**src/hw/pms_consts.svh**
```systemverilog
`ifndef PMS_CONSTS_SVH
`define PMS_CONSTS_SVH

// register byte offsets on the bus
`define PMS_ADDR_W 6
`define PMS_OFF_CMD 6'h00
`define PMS_OFF_SEL 6'h04
`define PMS_OFF_RDATA 6'h08
`define PMS_OFF_MSTAT 6'h0c
`define PMS_OFF_PST1 6'h10
`define PMS_OFF_IDHI 6'h14
`define PMS_OFF_IDLO 6'h18
`define PMS_OFF_REVID 6'h1c
`define PMS_OFF_PST2 6'h20
`define PMS_OFF_ISTAT 6'h24
`define PMS_OFF_IMASK 6'h28

// phy register addresses seen by the management engine
`define PMS_PHY_PST1 5'h01
`define PMS_PHY_IDHI 5'h02
`define PMS_PHY_IDLO 5'h03
`define PMS_PHY_PST2 5'h11

// field positions
`define PMS_CMD_READ 0
`define PMS_CMD_SCAN 1
`define PMS_ST_BUSY 0
`define PMS_ST_SCAN 1
`define PMS_ST_INVALID 2
`define PMS_P1_FDPX 12
`define PMS_P1_HDPX 11
`define PMS_P1_LL 2
`define PMS_P1_JB 1
`define PMS_P2_TX 13
`define PMS_P2_RX 12
`define PMS_P2_LINK 10
`define PMS_IRQ_DONE 0
`define PMS_IRQ_LINK 1
`define PMS_IRQ_JAB 2

// timing
`define PMS_CLK_NS 50
`define PMS_MGMT_READ_NS 800
`define PMS_READ_CYC ((`PMS_MGMT_READ_NS + `PMS_CLK_NS - 1) / `PMS_CLK_NS)

`endif

```
**src/hw/pms_pkg.sv**
```systemverilog
package pms_pkg;
   `include "pms_consts.svh"

   typedef enum logic {PMS_IDLE, PMS_READ} pms_mst_e;

   typedef struct packed {
      logic [1:0] lnk_sy;
      logic [1:0] jab_sy;
      logic [1:0] tx_sy;
      logic [1:0] rx_sy;
      logic cmd_scan;
      logic cmd_read;
      logic [4:0] regsel;
      logic [15:0] rdata;
      logic rd_invalid;
      pms_mst_e mst;
      logic [4:0] cnt;
      logic [4:0] op_addr;
      logic ll;
      logic jb;
      logic [2:0] ists;
      logic [2:0] imask;
      logic irq;
      logic wreq;
      logic [31:0] bus_rd;
   } pms_state_s;
endpackage : pms_pkg

```
**src/hw/pms_regs.sv**
```systemverilog
// The placing of the registers and the Avalon-MM slave port were decided locally.
`timescale 1ns/1ps
module pms_regs import pms_pkg::*; #(
   // arbitrary identity values
   parameter logic [21:0] MAKER_BITS = 22'h2a_5a5c,
   parameter logic [5:0] PART_NUM = 6'h15,
   parameter logic [3:0] PHY_REV = 4'h3,
   parameter logic [4:0] SILICON_REV = 5'h02
) (
   // clock and reset
   input wire logic ref_clk,
   input wire logic reset,
   // avalon-mm slave
   input wire logic [5:0] avs_address,
   input wire logic avs_read,
   input wire logic avs_write,
   input wire logic [31:0] avs_writedata,
   input wire logic [3:0] avs_byteenable,
   output logic [31:0] avs_readdata,
   output logic avs_waitrequest,
   // phy condition pins
   input wire logic link_up,
   input wire logic jabber_detect,
   input wire logic phy_tx_active,
   input wire logic phy_rx_active,
   // interrupt
   output logic irq
);

   localparam int RD_LAT = `PMS_READ_CYC;
   localparam logic [15:0] ID_HI = MAKER_BITS[21:6];
   localparam logic [15:0] ID_LO = {MAKER_BITS[5:0], PART_NUM, PHY_REV};

   pms_state_s s_q;
   pms_state_s s_d;

   logic lnk;
   logic jab;
   logic acc;
   logic wr0;
   logic rd_p1;
   logic rd_ist;
   logic fin;
   logic clr1;
   logic [2:0] ev;

   ////////////////////////////////////////////////////////////////
   // decode helpers

   function automatic logic hit(input logic [5:0] a, input logic [5:0] off);
      return a[5:2] == off[5:2];
   endfunction : hit

   function automatic logic [15:0] pst1(input pms_state_s s);
      logic [15:0] w;
      w = 16'h0000;
      w[`PMS_P1_FDPX] = 1'b1;
      w[`PMS_P1_HDPX] = 1'b1;
      w[`PMS_P1_LL] = s.ll;
      w[`PMS_P1_JB] = s.jb;
      return w;
   endfunction : pst1

   function automatic logic [15:0] pst2(input pms_state_s s);
      logic [15:0] w;
      w = 16'h0000;
      w[`PMS_P2_TX] = s.tx_sy[1];
      w[`PMS_P2_RX] = s.rx_sy[1];
      w[`PMS_P2_LINK] = s.lnk_sy[1];
      return w;
   endfunction : pst2

   function automatic logic [15:0] phy_val(input logic [4:0] ra, input pms_state_s s);
      logic [15:0] w;
      w = 16'h0000;
      case (ra)
         `PMS_PHY_PST1: w = pst1(s);
         `PMS_PHY_IDHI: w = ID_HI;
         `PMS_PHY_IDLO: w = ID_LO;
         `PMS_PHY_PST2: w = pst2(s);
         default: w = 16'h0000;
      endcase
      return w;
   endfunction : phy_val

   function automatic logic [31:0] rmux(input logic [5:0] a, input pms_state_s s);
      logic [31:0] w;
      w = 32'h0000_0000;
      if (hit(a, `PMS_OFF_CMD)) begin
         w[`PMS_CMD_SCAN] = s.cmd_scan;
         w[`PMS_CMD_READ] = s.cmd_read;
      end else if (hit(a, `PMS_OFF_SEL)) begin
         w[4:0] = s.regsel;
      end else if (hit(a, `PMS_OFF_RDATA)) begin
         w[15:0] = s.rdata;
      end else if (hit(a, `PMS_OFF_MSTAT)) begin
         w[`PMS_ST_INVALID] = s.rd_invalid;
         w[`PMS_ST_SCAN] = s.cmd_scan;
         w[`PMS_ST_BUSY] = (s.mst == PMS_READ);
      end else if (hit(a, `PMS_OFF_PST1)) begin
         w[15:0] = pst1(s);
      end else if (hit(a, `PMS_OFF_IDHI)) begin
         w[15:0] = ID_HI;
      end else if (hit(a, `PMS_OFF_IDLO)) begin
         w[15:0] = ID_LO;
      end else if (hit(a, `PMS_OFF_REVID)) begin
         w[4:0] = SILICON_REV;
      end else if (hit(a, `PMS_OFF_PST2)) begin
         w[15:0] = pst2(s);
      end else if (hit(a, `PMS_OFF_ISTAT)) begin
         w[2:0] = s.ists;
      end else if (hit(a, `PMS_OFF_IMASK)) begin
         w[2:0] = s.imask;
      end
      return w;
   endfunction : rmux

   ////////////////////////////////////////////////////////////////
   // next state

   always_comb begin
      s_d = s_q;

      // pin synchronisers
      s_d.lnk_sy = {s_q.lnk_sy[0], link_up};
      s_d.jab_sy = {s_q.jab_sy[0], jabber_detect};
      s_d.tx_sy = {s_q.tx_sy[0], phy_tx_active};
      s_d.rx_sy = {s_q.rx_sy[0], phy_rx_active};
      lnk = s_q.lnk_sy[1];
      jab = s_q.jab_sy[1];

      // bus handshake: one wait cycle, then answer
      acc = (avs_read || avs_write) && s_q.wreq;
      s_d.wreq = !acc;
      wr0 = acc && avs_write && avs_byteenable[0];
      rd_p1 = acc && avs_read && hit(avs_address, `PMS_OFF_PST1);
      rd_ist = acc && avs_read && hit(avs_address, `PMS_OFF_ISTAT);
      if (acc && avs_read) begin
         s_d.bus_rd = rmux(avs_address, s_q);
      end

      // management engine
      fin = (s_q.mst == PMS_READ) && (s_q.cnt == 5'h00);
      case (s_q.mst)
         PMS_IDLE: begin
            if (s_q.cmd_scan || s_q.cmd_read) begin
               s_d.mst = PMS_READ;
               s_d.cnt = 5'(RD_LAT - 1);
               s_d.op_addr = s_q.regsel;
               s_d.rd_invalid = 1'b1;
            end
         end
         PMS_READ: begin
            if (fin) begin
               s_d.mst = PMS_IDLE;
               s_d.rdata = phy_val(s_q.op_addr, s_q);
               s_d.rd_invalid = 1'b0;
               s_d.cmd_read = 1'b0;
            end else begin
               s_d.cnt = s_q.cnt - 5'h01;
            end
         end
         default: s_d.mst = PMS_IDLE;
      endcase

      // latching status bits, reread loads the live level
      clr1 = rd_p1 || (fin && s_q.op_addr == `PMS_PHY_PST1);
      s_d.ll = clr1 ? lnk : (s_q.ll & lnk);
      s_d.jb = clr1 ? jab : (s_q.jb | jab);

      // register writes; reserved and read-only words ignore writes
      if (wr0 && hit(avs_address, `PMS_OFF_CMD)) begin
         s_d.cmd_scan = avs_writedata[`PMS_CMD_SCAN];
         s_d.cmd_read = avs_writedata[`PMS_CMD_READ];
      end
      if (wr0 && hit(avs_address, `PMS_OFF_SEL)) begin
         s_d.regsel = avs_writedata[4:0];
      end
      if (wr0 && hit(avs_address, `PMS_OFF_IMASK)) begin
         s_d.imask = avs_writedata[2:0];
      end

      // sticky events, read clears, new event wins
      ev = 3'h0;
      ev[`PMS_IRQ_DONE] = fin;
      ev[`PMS_IRQ_LINK] = s_q.ll && !lnk;
      ev[`PMS_IRQ_JAB] = !s_q.jb && jab;
      s_d.ists = (rd_ist ? 3'h0 : s_q.ists) | ev;
      s_d.irq = |(s_d.ists & s_d.imask);
   end

   always_ff @(posedge ref_clk or posedge reset) begin
      if (reset) begin
         s_q <= '0;
         s_q.wreq <= 1'b1;
         s_q.mst <= PMS_IDLE;
      end else begin
         s_q <= s_d;
      end
   end

   assign avs_readdata = s_q.bus_rd;
   assign avs_waitrequest = s_q.wreq;
   assign irq = s_q.irq;
endmodule : pms_regs

```
**config.mk**
```make
export PLATFORM = sky130hd
export DESIGN_NAME = pms_regs
export DESIGN_NICKNAME = d
export VERILOG_FILES = /design/src/hw/pms_pkg.sv /design/src/hw/pms_regs.sv
export VERILOG_INCLUDE_DIRS = /design/src /design/src/hw
export SDC_FILE = /design/constraint.sdc
export NUM_CORES = 1
export LEC_CHECK = 0
export ABC_AREA = 1
export BUFFER_PORTS_ARGS = -buffer_cell sky130_fd_sc_hd__buf_2
export CAP_MARGIN = 10
export CORE_UTILIZATION = 40
export DETAILED_ROUTE_END_ITERATION = 12
export GPL_ROUTABILITY_DRIVEN = 0
export PLACE_DENSITY = 0.72
export SYNTH_ARGS = -nofsm -noshare
export SYNTH_HDL_FRONTEND = slang
export SYNTH_SLANG_ARGS = --single-unit
```
**constraint.sdc**
```tcl
create_clock -name ref_clk -period 5.28 [get_ports ref_clk]
set_input_delay 0.792 -clock ref_clk [delete_from_list [all_inputs] [get_ports ref_clk]]
set_output_delay 0.792 -clock ref_clk [all_outputs]
set_load 0.005 [all_outputs]
```
==> results of run 1 <==
-- how the worst min path moves through the flow --
stage | startpoint | to | slack [ns] | depth (start not counted)
finish | s_d[78] | s_q[78] | 0.35 | 0
global placement | s_d[82] | jab | 0.33 | 0
global route | s_d[78] | s_q[78] | 0.35 | 0
CTS | s_d[78] | s_q[78] | 0.35 | 0
floorplan | s_d[82] | jab | 0.33 | 0
detailed placement | s_d[78] | s_q[78] | 0.33 | 0
-- sequential cells by signal, indices dropped and copies added (netlist names) --
name,cells
jab,1
avs_waitrequest,1
lnk,1
s_q,38
irq,1
avs_readdata,12
s_d,4
-- cell usage after synthesis, types with 2 or more instances --
cell / count
nand3_1: 16
inv_2: 2
o211ai_1: 4
nor2_2: 4
nor2_1: 17
inv_1: 39
buf_4: 34
nand4_1: 2
nand2_2: 3
nor3_1: 3
o21ai_2: 2
dfrtp_1: 57
o221ai_1: 2
o31ai_1: 2
a21oi_1: 8
o21ai_0: 30
o22ai_1: 5
nand2_1: 81
-- final cells by class --
class                           instances  share of cell area, %
Sequential cell                        58                   48.0
Multi-Input combinational cell        206                   31.9
Clock buffer                           14                   5.70
Timing Repair Buffer                   34                   5.70
Inverter                               42                   5.21
Tap cell                               77                   3.18
Clock inverter                          2                  0.331
-- per-layer routing --
| layer | GRT usage (%) | vias up |
|---|---|---|
| li1 | - | 1047 |
| met1 | 22.2 | 972 |
| met2 | 25.7 | 79 |
| met3 | 7.78 | 9 |
| met4 | 6.16 | 0 |
| met5 | 0 | - |
-- placed cells by master (no fill, tap or decap), types with 8 or more instances in the layout --
| cell type | count |
|---|---|
| clkbuf_8 | 12 |
| a21oi_1 | 8 |
| conb_1 | 18 |
| o21ai_0 | 30 |
| inv_1 | 38 |
| buf_2 | 33 |
| nor2_1 | 17 |
| dfrtp_1 | 57 |
| nand3_1 | 16 |
| nand2_1 | 81 |
-- power breakdown --
part / internal (mW) / switching, mW / leakage (nW)
logic: 0.0891 / 0.164 / 0.749
clock network: 0.207 / 0.165 / 0.0965
registers: 0.539 / 0.0589 / 0.733
-- kinds of logic after synthesis --
family	Yosys count	share of synthesized area [%]
flip-flops	58	52.4
AO/OA/AOI/OAI	55	11.3
adder cells (fa/ha/maj)	1	0.452
other	1	0.135
buffers and inverters	77	15.0
AND/OR/NAND/NOR	132	20.6
-- metrics by stage --
stage	hold slack, ns	power, mW	instance area (sq um)	instances	setup slack (ns)
2_1_floorplan	0.331	0.802	2830	341	3.06
3_3_place_gp	0.333	0.842	2840	417	2.94
3_5_place_dp	0.335	0.859	2840	417	2.91
4_1_cts	0.348	1.24	3030	433	3.29
5_1_grt	0.354	1.31	3030	433	3.13
6_report	0.347	1.22	3030	433	3.27
==> impl_results.md, run 1 <==
* Post-DP HPWL at 4050 um
* Count of input and output buffers at 33
* Crit-path max FO at 18
* CP Data Arrival Time at 2.23 ns
* Most used DFF post-synth: dfrtp_1
* Largest net degree at the start of global routing at 59
* Leakage at 1.58 nW
* Largest cells by area after synthesis: dfrtp_1 (51%), nand2_1 (11%), buf_4 (9.2%)
* Row Count at 29
* Critical Path Sink: avs_readdata[2]
* Top cell type's share of synthesized area at 51.5%
* Fin. max-slew vios at 0
* Initial Utilization at 42.4%
* Crit-path slowest cell: nand2_1
* WL/cell at 12.8 um
* Full die area at 0.00726 sq mm
* Actual slew at the worst max-slew pin at 0.717 ns
* # hold bufs at CTS at 0
* CP startpoint kind: primary input
* First-pass GRT wire length at 9310 um
* Power Dens Cells at 404 mW/mm^2
* Worst reg2reg endpoint: s_q[65]
* Worst path required time at 5.50 ns
* Fin crit share at 38.1%
* WL final at 5540 um
* Detailed Routing Iterations Pass 1 at 4
* Io pins at 84
* Area grow syn2layout at 9.26%
* Max incr delay on CP at 0.47 ns
* Seq cells post-synth at 58
* RSZ-0062 raised after global routing: no
* DR WL met2 at 2530 um
* Worst hold path class: reg -> reg
* Highest routed layer: met4
* Clk Latency, worst-skew pair at 0.34 ns
* Post-route DRC violation count at 0
* CP top delay family: simple AND/OR/NAND/NOR gates
* Initial antenna violation count at 0
* Final antenna-violating net count at 0
* R2R cell count at 9
* Post-CTS sizing at 0
* Clock Skew at 0.00648 ns
* Vias per Instance at 4.87
* CTS tree: yes
* Yosys top cell by area: dfrtp_1
* Grt ovf at 0
* Width of the die at 85.2 um
* Post-synthesis cell type count at 31
* Critical R2R Launch: s_q[47]
* Async S/R FF share, synth at 100%
* Ant diodes at 0
* # Post-CTS Setup Buffers at 0
* Avg Inst Size Synth at 8.55 sq um
* Tot GR Track Use at 17.2%
* CP endpoint kind: flop
* Final core occ at 46.3%
* CP startpoint: avs_read
* Root Driver: clkbuf_8
* Via count at 2107
* Vias in the first global route at 1973
* DRT iter0 DRCs at 155
* Final #Nets at 402
* Die Y at 85.2 um
* Worst vdd ir at 179 uV
* # fillers at 659
* Core region area at 0.00653 sq mm
* CP cell instances: buf_2, nand2_1, clkinv_1, o21ai_0, a21oi_1, o221ai_1, nand3_1
* Final Hold Vio Count at 0
* Synthesized instance count at 324
* Htree depth at 3
* Fmax at 497 MHz
* Cell area after synthesis at 0.00277 sq mm
* Register area share after synthesis at 52.4%
* Met3 wire len at 361 um
* Yosys warns at 0
* CP Buf/Inv Count at 2
* Layout cells sized above 1 at 18.0%
* Final setup violation count at 0
* Max Cap Viol at 0
* CTS Buf Count at 9
* Fin crit period at 2.01 ns
* Num Clock Sinks at 58
* Status: completed
* Worst path depth at 7
* Number of synthesized flops with an enable pin at 0
* Sequential cell area at 0.00145 sq mm
* Worst rel slew slack at 52.2%
* Clock transition at path regs at 0.06 ns
* Setup CP Type: in -> reg
* Setup_tns at 0 ns
* Clock buffer depth at 2
* Metal1 wirelength at 2560 um
* Worst R2R Setup Slack at 3.37 ns
* Area occupied by multi-input gates at 965 sq um
(Power assumes the default switching activity.)
==> run 2, diff against run 1 <==
ABC_AREA = 0   (was 1)
PLACE_DENSITY = 0.71   (was 0.72)
clock period = 2.05 ns   (was 5.28 ns; I/O delays follow)
==> run 2 against run 1 <==
Against the previous run:
- first-iteration DRC count grew 25%
- total power grew to 3.0 times the previous value
- area after synthesis grew 3.2%
- highest routed layer unchanged
- global-route usage is essentially flat
- register-to-register slack lost 3.1 ns
- clock-buffer cell count shrank 3
==> impl_results.md, run 2 <==
* Root Driver: clkbuf_8
* Layout cells sized above 1 at 23.0% (+5.0 points)
* Final antenna-violating net count at 0 (unchanged)
* Post-route setup slack at 0.243 ns (-3.03 ns)
* Seq cells post-synth at 58 (unchanged)
* Place WS at 0.210 ns (-2.70 ns)
* Initial Utilization at 41.8% (-0.56 points)
* Worst path required time at 2.28 ns (-3.22 ns)
* CP startpoint kind: flop
* Cell area after synthesis at 0.00286 sq mm (+3.2%)
* Clock buffer depth at 2 (unchanged)
* # Post-CTS Setup Buffers at 0 (unchanged)
* Number of synthesized flops with an enable pin at 0 (unchanged)
* Post-route DRC violation count at 0 (unchanged)
* Status: completed
* CP Buf/Inv Count at 1 (-1)
* Io pins at 84 (unchanged)
* CP cell instances: inv_1, ha_1, or3b_1, o21ai_1, nor4_1, xnor2_1, nand2_1
* WL/cell at 13.8 um (+7.9%)
* Max Cap Viol at 0 (unchanged)
* Max incr delay on CP at 0.40 ns (-0.07 ns)
* Largest cells by area after synthesis: dfrtp_1 (50%), buf_4 (8.7%), nand2_1 (5.4%)
* Fin. max-slew vios at 0 (unchanged)
* CP endpoint kind: flop
* Most used DFF post-synth: dfrtp_1
* Post-Synth Adder-Cell Area at 0.438% (-0.014 points)
* Post-CTS sizing at 0 (unchanged)
* Actual slew at the worst max-slew pin at 0.511 ns (-0.206 ns)
* Internal at 2.60 mW (+210%)
* Largest net degree at the start of global routing at 59 (unchanged)
* WL final at 5650 um (+2.0%)
* Row Count at 30 (+3.4%)
* CP Data Arrival Time at 2.03 ns (-0.20 ns)
* CTS tree: yes
* Fin crit period at 1.81 ns
* Tot GR Track Use at 17.2% (-0.030 points)
* Die Y at 86.5 um (+1.5%)
* Finished layout cell area at 0.00322 sq mm (+6.3%)
* Post-synthesis xor/xnor area fraction at 0.919% (+0.92 points)
* Most frequent cells in the layout: dfrtp_1 (57), nand2_1 (41), buf_2 (33)
* Simple-Gate Fraction of Synth Area at 15.0% (-5.6 points)
* Power Total at 3.66 mW (+200%)
* Compound-cell area share of the yosys netlist at 14.8% (+3.5 points)
* Switch share at 28.9% (-2.8 points)
* Setup_tns at 0 ns (unchanged)
* Most common cell after layout, fill and taps aside: dfrtp_1
* Crit-path max FO at 5 (-13)
* GR Util met3 at 5.62% (-2.2 points)
* Yosys top cell by area: dfrtp_1
* DP Area at 0.00297 sq mm (+4.3%)
* Combinational power share at 19.7% (-1.0 points)
* Most used routing layer in global routing: met2
* Clk Latency, worst-skew pair at 0.34 ns (about the same)
* Fin cells at 409 (-5.5%)
* Dpl cells at 393 (-5.8%)
* Via count at 2018 (-4.2%)
* Final core occ at 47.1% (+0.75 points)
* Final #Nets at 359 (-11%)
* Leakage at 1.55 nW (-1.8%)
* Crit-path slowest cell: dfrtp_1
* Worst hold slack at 0.00734 ns (-0.339 ns)
* Area grow syn2layout at 12.5%
* Fmax at 553 MHz
* # hold bufs at CTS at 0 (unchanged)
* CP top delay family: simple AND/OR/NAND/NOR gates
* DRT iter0 DRCs at 193 (+25%)
* Grt ovf at 0 (unchanged)
* Post-synthesis mux area share at 5.65% (+5.6 points)
* Async S/R FF share, synth at 100% (unchanged)
* Net Switching at 1.06 mW (+170%)
* Avg Inst Size Synth at 9.96 sq um (+17%)
* RSZ-0062 raised after global routing: no
* Final setup violation count at 0 (unchanged)
* Vias per Instance at 4.93 (+1.4%)
* Largest reg by FF count: s_q
* Final Hold Vio Count at 0 (unchanged)
* Reg power frac at 44.0% (-4.9 points)
* Htree depth at 3 (unchanged)
* Post-synth top cells: dfrtp_1 (57), nand2_1 (41), buf_4 (33)
* Synthesized instance count at 287 (-11%)
* Fin crit share at 88.1%
* Worst vdd ir at 426 uV (+140%)
* Met2 Usage GRT at 24.6% (-1.1 points)
* Post-synthesis cell type count at 50 (+61%)
* Register area share after synthesis at 50.8% (-1.6 points)
* Ant diodes at 0 (unchanged)
* Detailed Routing Iterations Pass 1 at 4 (unchanged)
* Setup CP Type: reg -> reg
* Grt met1 use at 23.9% (+1.7 points)
* Clock share of power at 36.3% (+5.9 points)
* CTS Buf Count at 9 (unchanged)
* Top cell type's share of synthesized area at 49.9% (-1.6 points)
* Clock transition at path regs at 0.07 ns (about the same)
* Yosys warns at 0 (unchanged)
* First-pass GRT wire length at 9520 um (+2.2%)
* Post-DP HPWL at 3990 um (-1.5%)
* Vias in the first global route at 1835 (-7.0%)
* Count of input and output buffers at 33 (unchanged)
* Power Dens Cells at 1140 mW/mm^2 (+180%)
* Worst rel slew slack at 66.0% (+14 points)
* Largest family of logic cells by synthesized area: simple AND/OR/NAND/NOR gates
* Worst hold path class: in -> async
* Initial antenna violation count at 0 (unchanged)
* Num Clock Sinks at 58 (unchanged)
* Core region area at 0.00683 sq mm (+4.6%)
* Most frequent cell after synthesis: dfrtp_1
* Max reg flops at 38 (unchanged)
* Width of the die at 86.5 um (+1.5%)
* Clock Skew at 0.00821 ns (+0.00173 ns)
* Full die area at 0.00749 sq mm (+3.1%)
## run 2: changes by cell type in the layout (fill, tap and decap cells not counted), sizes merged, moves of 6 or more
cell	before	now
buf	34	40
inv	41	11
mux2	0	14
nand2	84	41
nand3	16	8
nor2	21	14
o21ai	33	22
## run 2: kinds of logic (layout without fill, tap and decap cells)
family	Yosys count	count (layout)
other	1	18
flip-flops	58	58
adder cells (fa/ha/maj)	1	1
AO/OA/AOI/OAI	65	65
XOR/XNOR	3	3
buffers and inverters	58	67
AND/OR/NAND/NOR	87	87
multiplexers	14	14
## run 2: final timing paths
kind	startpoint	end	slack, ns	depth (start not counted)
setup / recovery	s_q[47]	s_q[50]	0.24	7
setup reg to reg	s_q[47]	s_q[50]	0.24	7
hold / removal	reset	s_d[80]	0.007	3
max in group asynchronous	reset	avs_waitrequest	1.74	3
min in group ref_clk	jabber_detect	s_d[82]	0.07	1
hold reg to reg	s_d[78]	s_q[78]	0.35	0
## run 2: final cells by class
type	count	area, sq um
fillers	656	3610
flip-flops and latches	58	1450
multi-input cells	188	1120
repair buffers	40	230
clock buffers	11	151
well taps	96	120
clock inverters	5	100
inverters	11	41.3
## run 2: routing by layer
layer  share of wire, %  vias up  routed length [um]
met2                 46       84                2580
met3                7.2        6                 408
met4                1.2        0                  65
li1                   -      981                   -
met5                  0        -                   0
met1                 46      947                2600
## run 2: power by group through the flow
| stage | registers, mW | clock network [mW] | logic, mW |
|---|---|---|---|
| finish | 1.61 | 1.33 | 0.723 |
| global route | 1.64 | 1.42 | 0.833 |
| CTS | 1.61 | 1.36 | 0.731 |
| detailed placement | 1.63 | 0 | 0.725 |
| global placement | 1.62 | 0 | 0.692 |
| floorplan | 1.55 | 0 | 0.623 |
## run 2: worst register-to-register path, stage by stage (launching register included)
cell and delay [ns]:
dfrtp_1 0.40, inv_1 0.08, ha_1 0.20, or3b_1 0.38
o21ai_1 0.32, nor4_1 0.10, xnor2_1 0.15, nand2_1 0.07
==> run 3, diff against run 2 <==
PLACE_DENSITY = 0.74   (was 0.71)
clock period = 1.48 ns   (was 2.05 ns; I/O delays follow)
==> run 3 against run 2 <==
Against the previous run:
- the flow now finishes with violations (negative setup slack)
- global-route usage increased by 1.3 points
- via count rose by 8.7%
- clock skew fell by 0.0022 ns
- cell area is 11% higher
- critical path type unchanged
- largest power group unchanged
==> impl_results.md, run 3 (same netlist as run 2, synthesis figures left out) <==
* Status: complete, but fails checks
* Failing checks: negative setup slack
* Vias per Instance at 4.88 (-1.0%)
* Most frequent cells in the layout: dfrtp_1 (57), nand2_1 (39), buf_4 (38)
* CTS Buf Count at 9 (unchanged)
* CP top delay family: flip-flops
* Row Count at 30 (unchanged)
* Clock buffer depth at 2 (unchanged)
* Largest net degree at the start of global routing at 31 (-47%)
* Crit-path max FO at 3 (-2)
* Core region area at 0.00683 sq mm (unchanged)
* Place WS at -0.179 ns (-0.389 ns)
* Worst R2R Setup Slack at -0.22 ns (-0.46 ns)
* Final antenna-violating net count at 0 (unchanged)
* Switch share at 31.1% (+2.2 points)
* Grt ovf at 0 (unchanged)
* HP Start: avs_read
* Num Clock Sinks at 58 (unchanged)
* Post-DP HPWL at 4530 um (+13%)
* Via count at 2193 (+8.7%)
* RSZ-0062 raised after global routing: yes
* Setup CP Type: reg -> reg
* Htree depth at 3 (unchanged)
* Vias in the first global route at 2257 (+23%)
* Largest reg by FF count: s_q
* Initial antenna violation count at 0 (unchanged)
* Actual slew at the worst max-slew pin at 0.501 ns (-0.00963 ns)
* WL/cell at 14.0 um (+1.1%)
* Worst rel slew slack at 66.5% (+0.57 points)
* Detailed Routing Iterations Pass 1 at 4 (unchanged)
* Reg power frac at 44.6% (+0.6 points)
* Crit-path slowest cell: dfstp_2
* Area grow syn2layout at 24.6%
* Width of the die at 86.5 um (unchanged)
* Critical R2R Launch: avs_waitrequest
* Worst reg2reg endpoint: irq
* Max Cap Viol at 0 (unchanged)
* Io pins at 84 (unchanged)
* Full die area at 0.00749 sq mm (unchanged)
* Max reg flops at 38 (unchanged)
* # fillers at 641 (-2.3%)
* Ant diodes at 0 (unchanged)
* Worst hold path class: in -> reg
* Final setup violation count at 18 (+18)
* Combinational power share at 28.6% (+8.9 points)
* CP Data Arrival Time at 1.91 ns (-0.12 ns)
* Initial Utilization at 41.8% (unchanged)
* Hold endpoint: avs_waitrequest
* WL final at 6270 um (+11%)
* Final #Nets at 399 (+11%)
* Clock transition at path regs at 0.06 ns (about the same)
* CP endpoint kind: flop
* Net Switching at 1.54 mW (+46%)
* Most common cell after layout, fill and taps aside: dfrtp_1
* Setup_tns at -1.70 ns (-1.70 ns)
* Fmax at 588 MHz (+6.3%)
* Clock share of power at 26.9% (-9.4 points)
* Worst path required time at 1.69 ns (-0.59 ns)
* Clock Skew at 0.00602 ns (-0.00219 ns)
* CP Buf/Inv Count at 1 (unchanged)
* Layout cells sized above 1 at 35.4% (+12 points)
* Post-route setup slack at -0.220 ns (-0.464 ns)
* CTS tree: yes
* Internal at 3.41 mW (+31%)
* Root Driver: clkbuf_8
* First-pass GRT wire length at 10400 um (+9.5%)
* Max incr delay on CP at 0.53 ns (+0.13 ns)
* Power Dens Cells at 1390 mW/mm^2 (+22%)
* Fin. max-slew vios at 0 (unchanged)
* Count of input and output buffers at 33 (unchanged)
* Die Y at 86.5 um (unchanged)
* CP cell instances: and3_4, nand3_4, buf_4, mux2_2, a221o_1
* Leakage at 1.72 nW (+11%)
* Final Hold Vio Count at 0 (unchanged)
* Tot GR Track Use at 18.5% (+1.3 points)
* Worst vdd ir at 773 uV (+82%)
* CP startpoint kind: flop
* Post-route DRC violation count at 0 (unchanged)
* Fin crit period at 1.70 ns (-0.106 ns)
* Worst Hold Depth at 2
* DRT iter0 DRCs at 120 (-38%)
* Fin crit share at 115% (+27 points)
* Clk Latency, worst-skew pair at 0.34 ns (about the same)
* R2R cell count at 5 (-2)
[run 3: changes by cell type in the layout (fill, tap and decap cells not counted), sizes merged]
cell / before / now
bufinv: 3 / 0
clkinvlp: 0 / 1
dlygate4sd3: 0 / 5
buf: 40 / 75
clkbuf: 11 / 14
inv: 11 / 10
[run 3: repair_timing]
item	in CTS	in global routing
resized for setup	14	8
pin swaps	5	2
hold buffers	5	0
endpoints found under the setup margin	21	22
buffers inserted	3	3
endpoints found under the hold margin	23	0
[run 3: how the worst max path moves through the flow]
stage / startpoint / end / slack (ns) / cells after the start
4_1_cts: avs_waitrequest / irq / -0.22 / 5
2_1_floorplan: avs_waitrequest / irq / -0.11 / 5
6_report: avs_waitrequest / irq / -0.22 / 5
5_1_grt: avs_waitrequest / irq / -0.25 / 5
3_3_place_gp: avs_waitrequest / irq / -0.16 / 5
3_5_place_dp: avs_waitrequest / irq / -0.18 / 5
[run 3: final cells by class]
type / count / area [sq um] / share of cell area (%)
sequential: 58 / 1450 / 40.8
multi-input combinational: 188 / 1200 / 33.7
timing repair buffer: 80 / 563 / 15.8
clock buffer: 14 / 173 / 4.85
tap: 96 / 120 / 3.37
inverter: 11 / 45.0 / 1.26
clock inverter: 2 / 10.0 / 0.281
[run 3: worst reg2reg max path, cell delays in order (launching register included)]
cell	delay (ns)
dfstp_2	0.53
and3_4	0.20
nand3_4	0.09
buf_4	0.15
mux2_2	0.28
a221o_1	0.32
[run 3: stage by stage]
step,utilization [%],instances,total power [mW],instance area [sq um],hold slack (ns)
floorplan,-,304,3.05,2960,0.253
global placement,47.4,424,3.39,3240,0.281
CTS,51.8,448,4.90,3540,0.0606
detailed placement,47.4,424,3.45,3240,0.280
finish,52.2,449,4.95,3560,0.0690
global route,52.2,449,5.28,3560,0.0868
[run 3: layer usage]
metal / up-vias / wire length [um] / track usage, %
met2: 85 / 3040 / 29.8
met1: 1031 / 2610 / 22.9
met3: 12 / 489 / 5.52
met5: - / 0 / 0
li1: 1065 / - / -
met4: 0 / 135 / 8.33
[run 3: power groups by stage]
| stage | combinational [mW] | sequential (mW) | clock [mW] |
|---|---|---|---|
| CTS | 1.33 | 2.20 | 1.37 |
| floorplan | 0.893 | 2.15 | 0 |
| finish | 1.42 | 2.21 | 1.33 |
| detailed placement | 1.22 | 2.23 | 0 |
| global route | 1.59 | 2.26 | 1.44 |
| global placement | 1.18 | 2.21 | 0 |
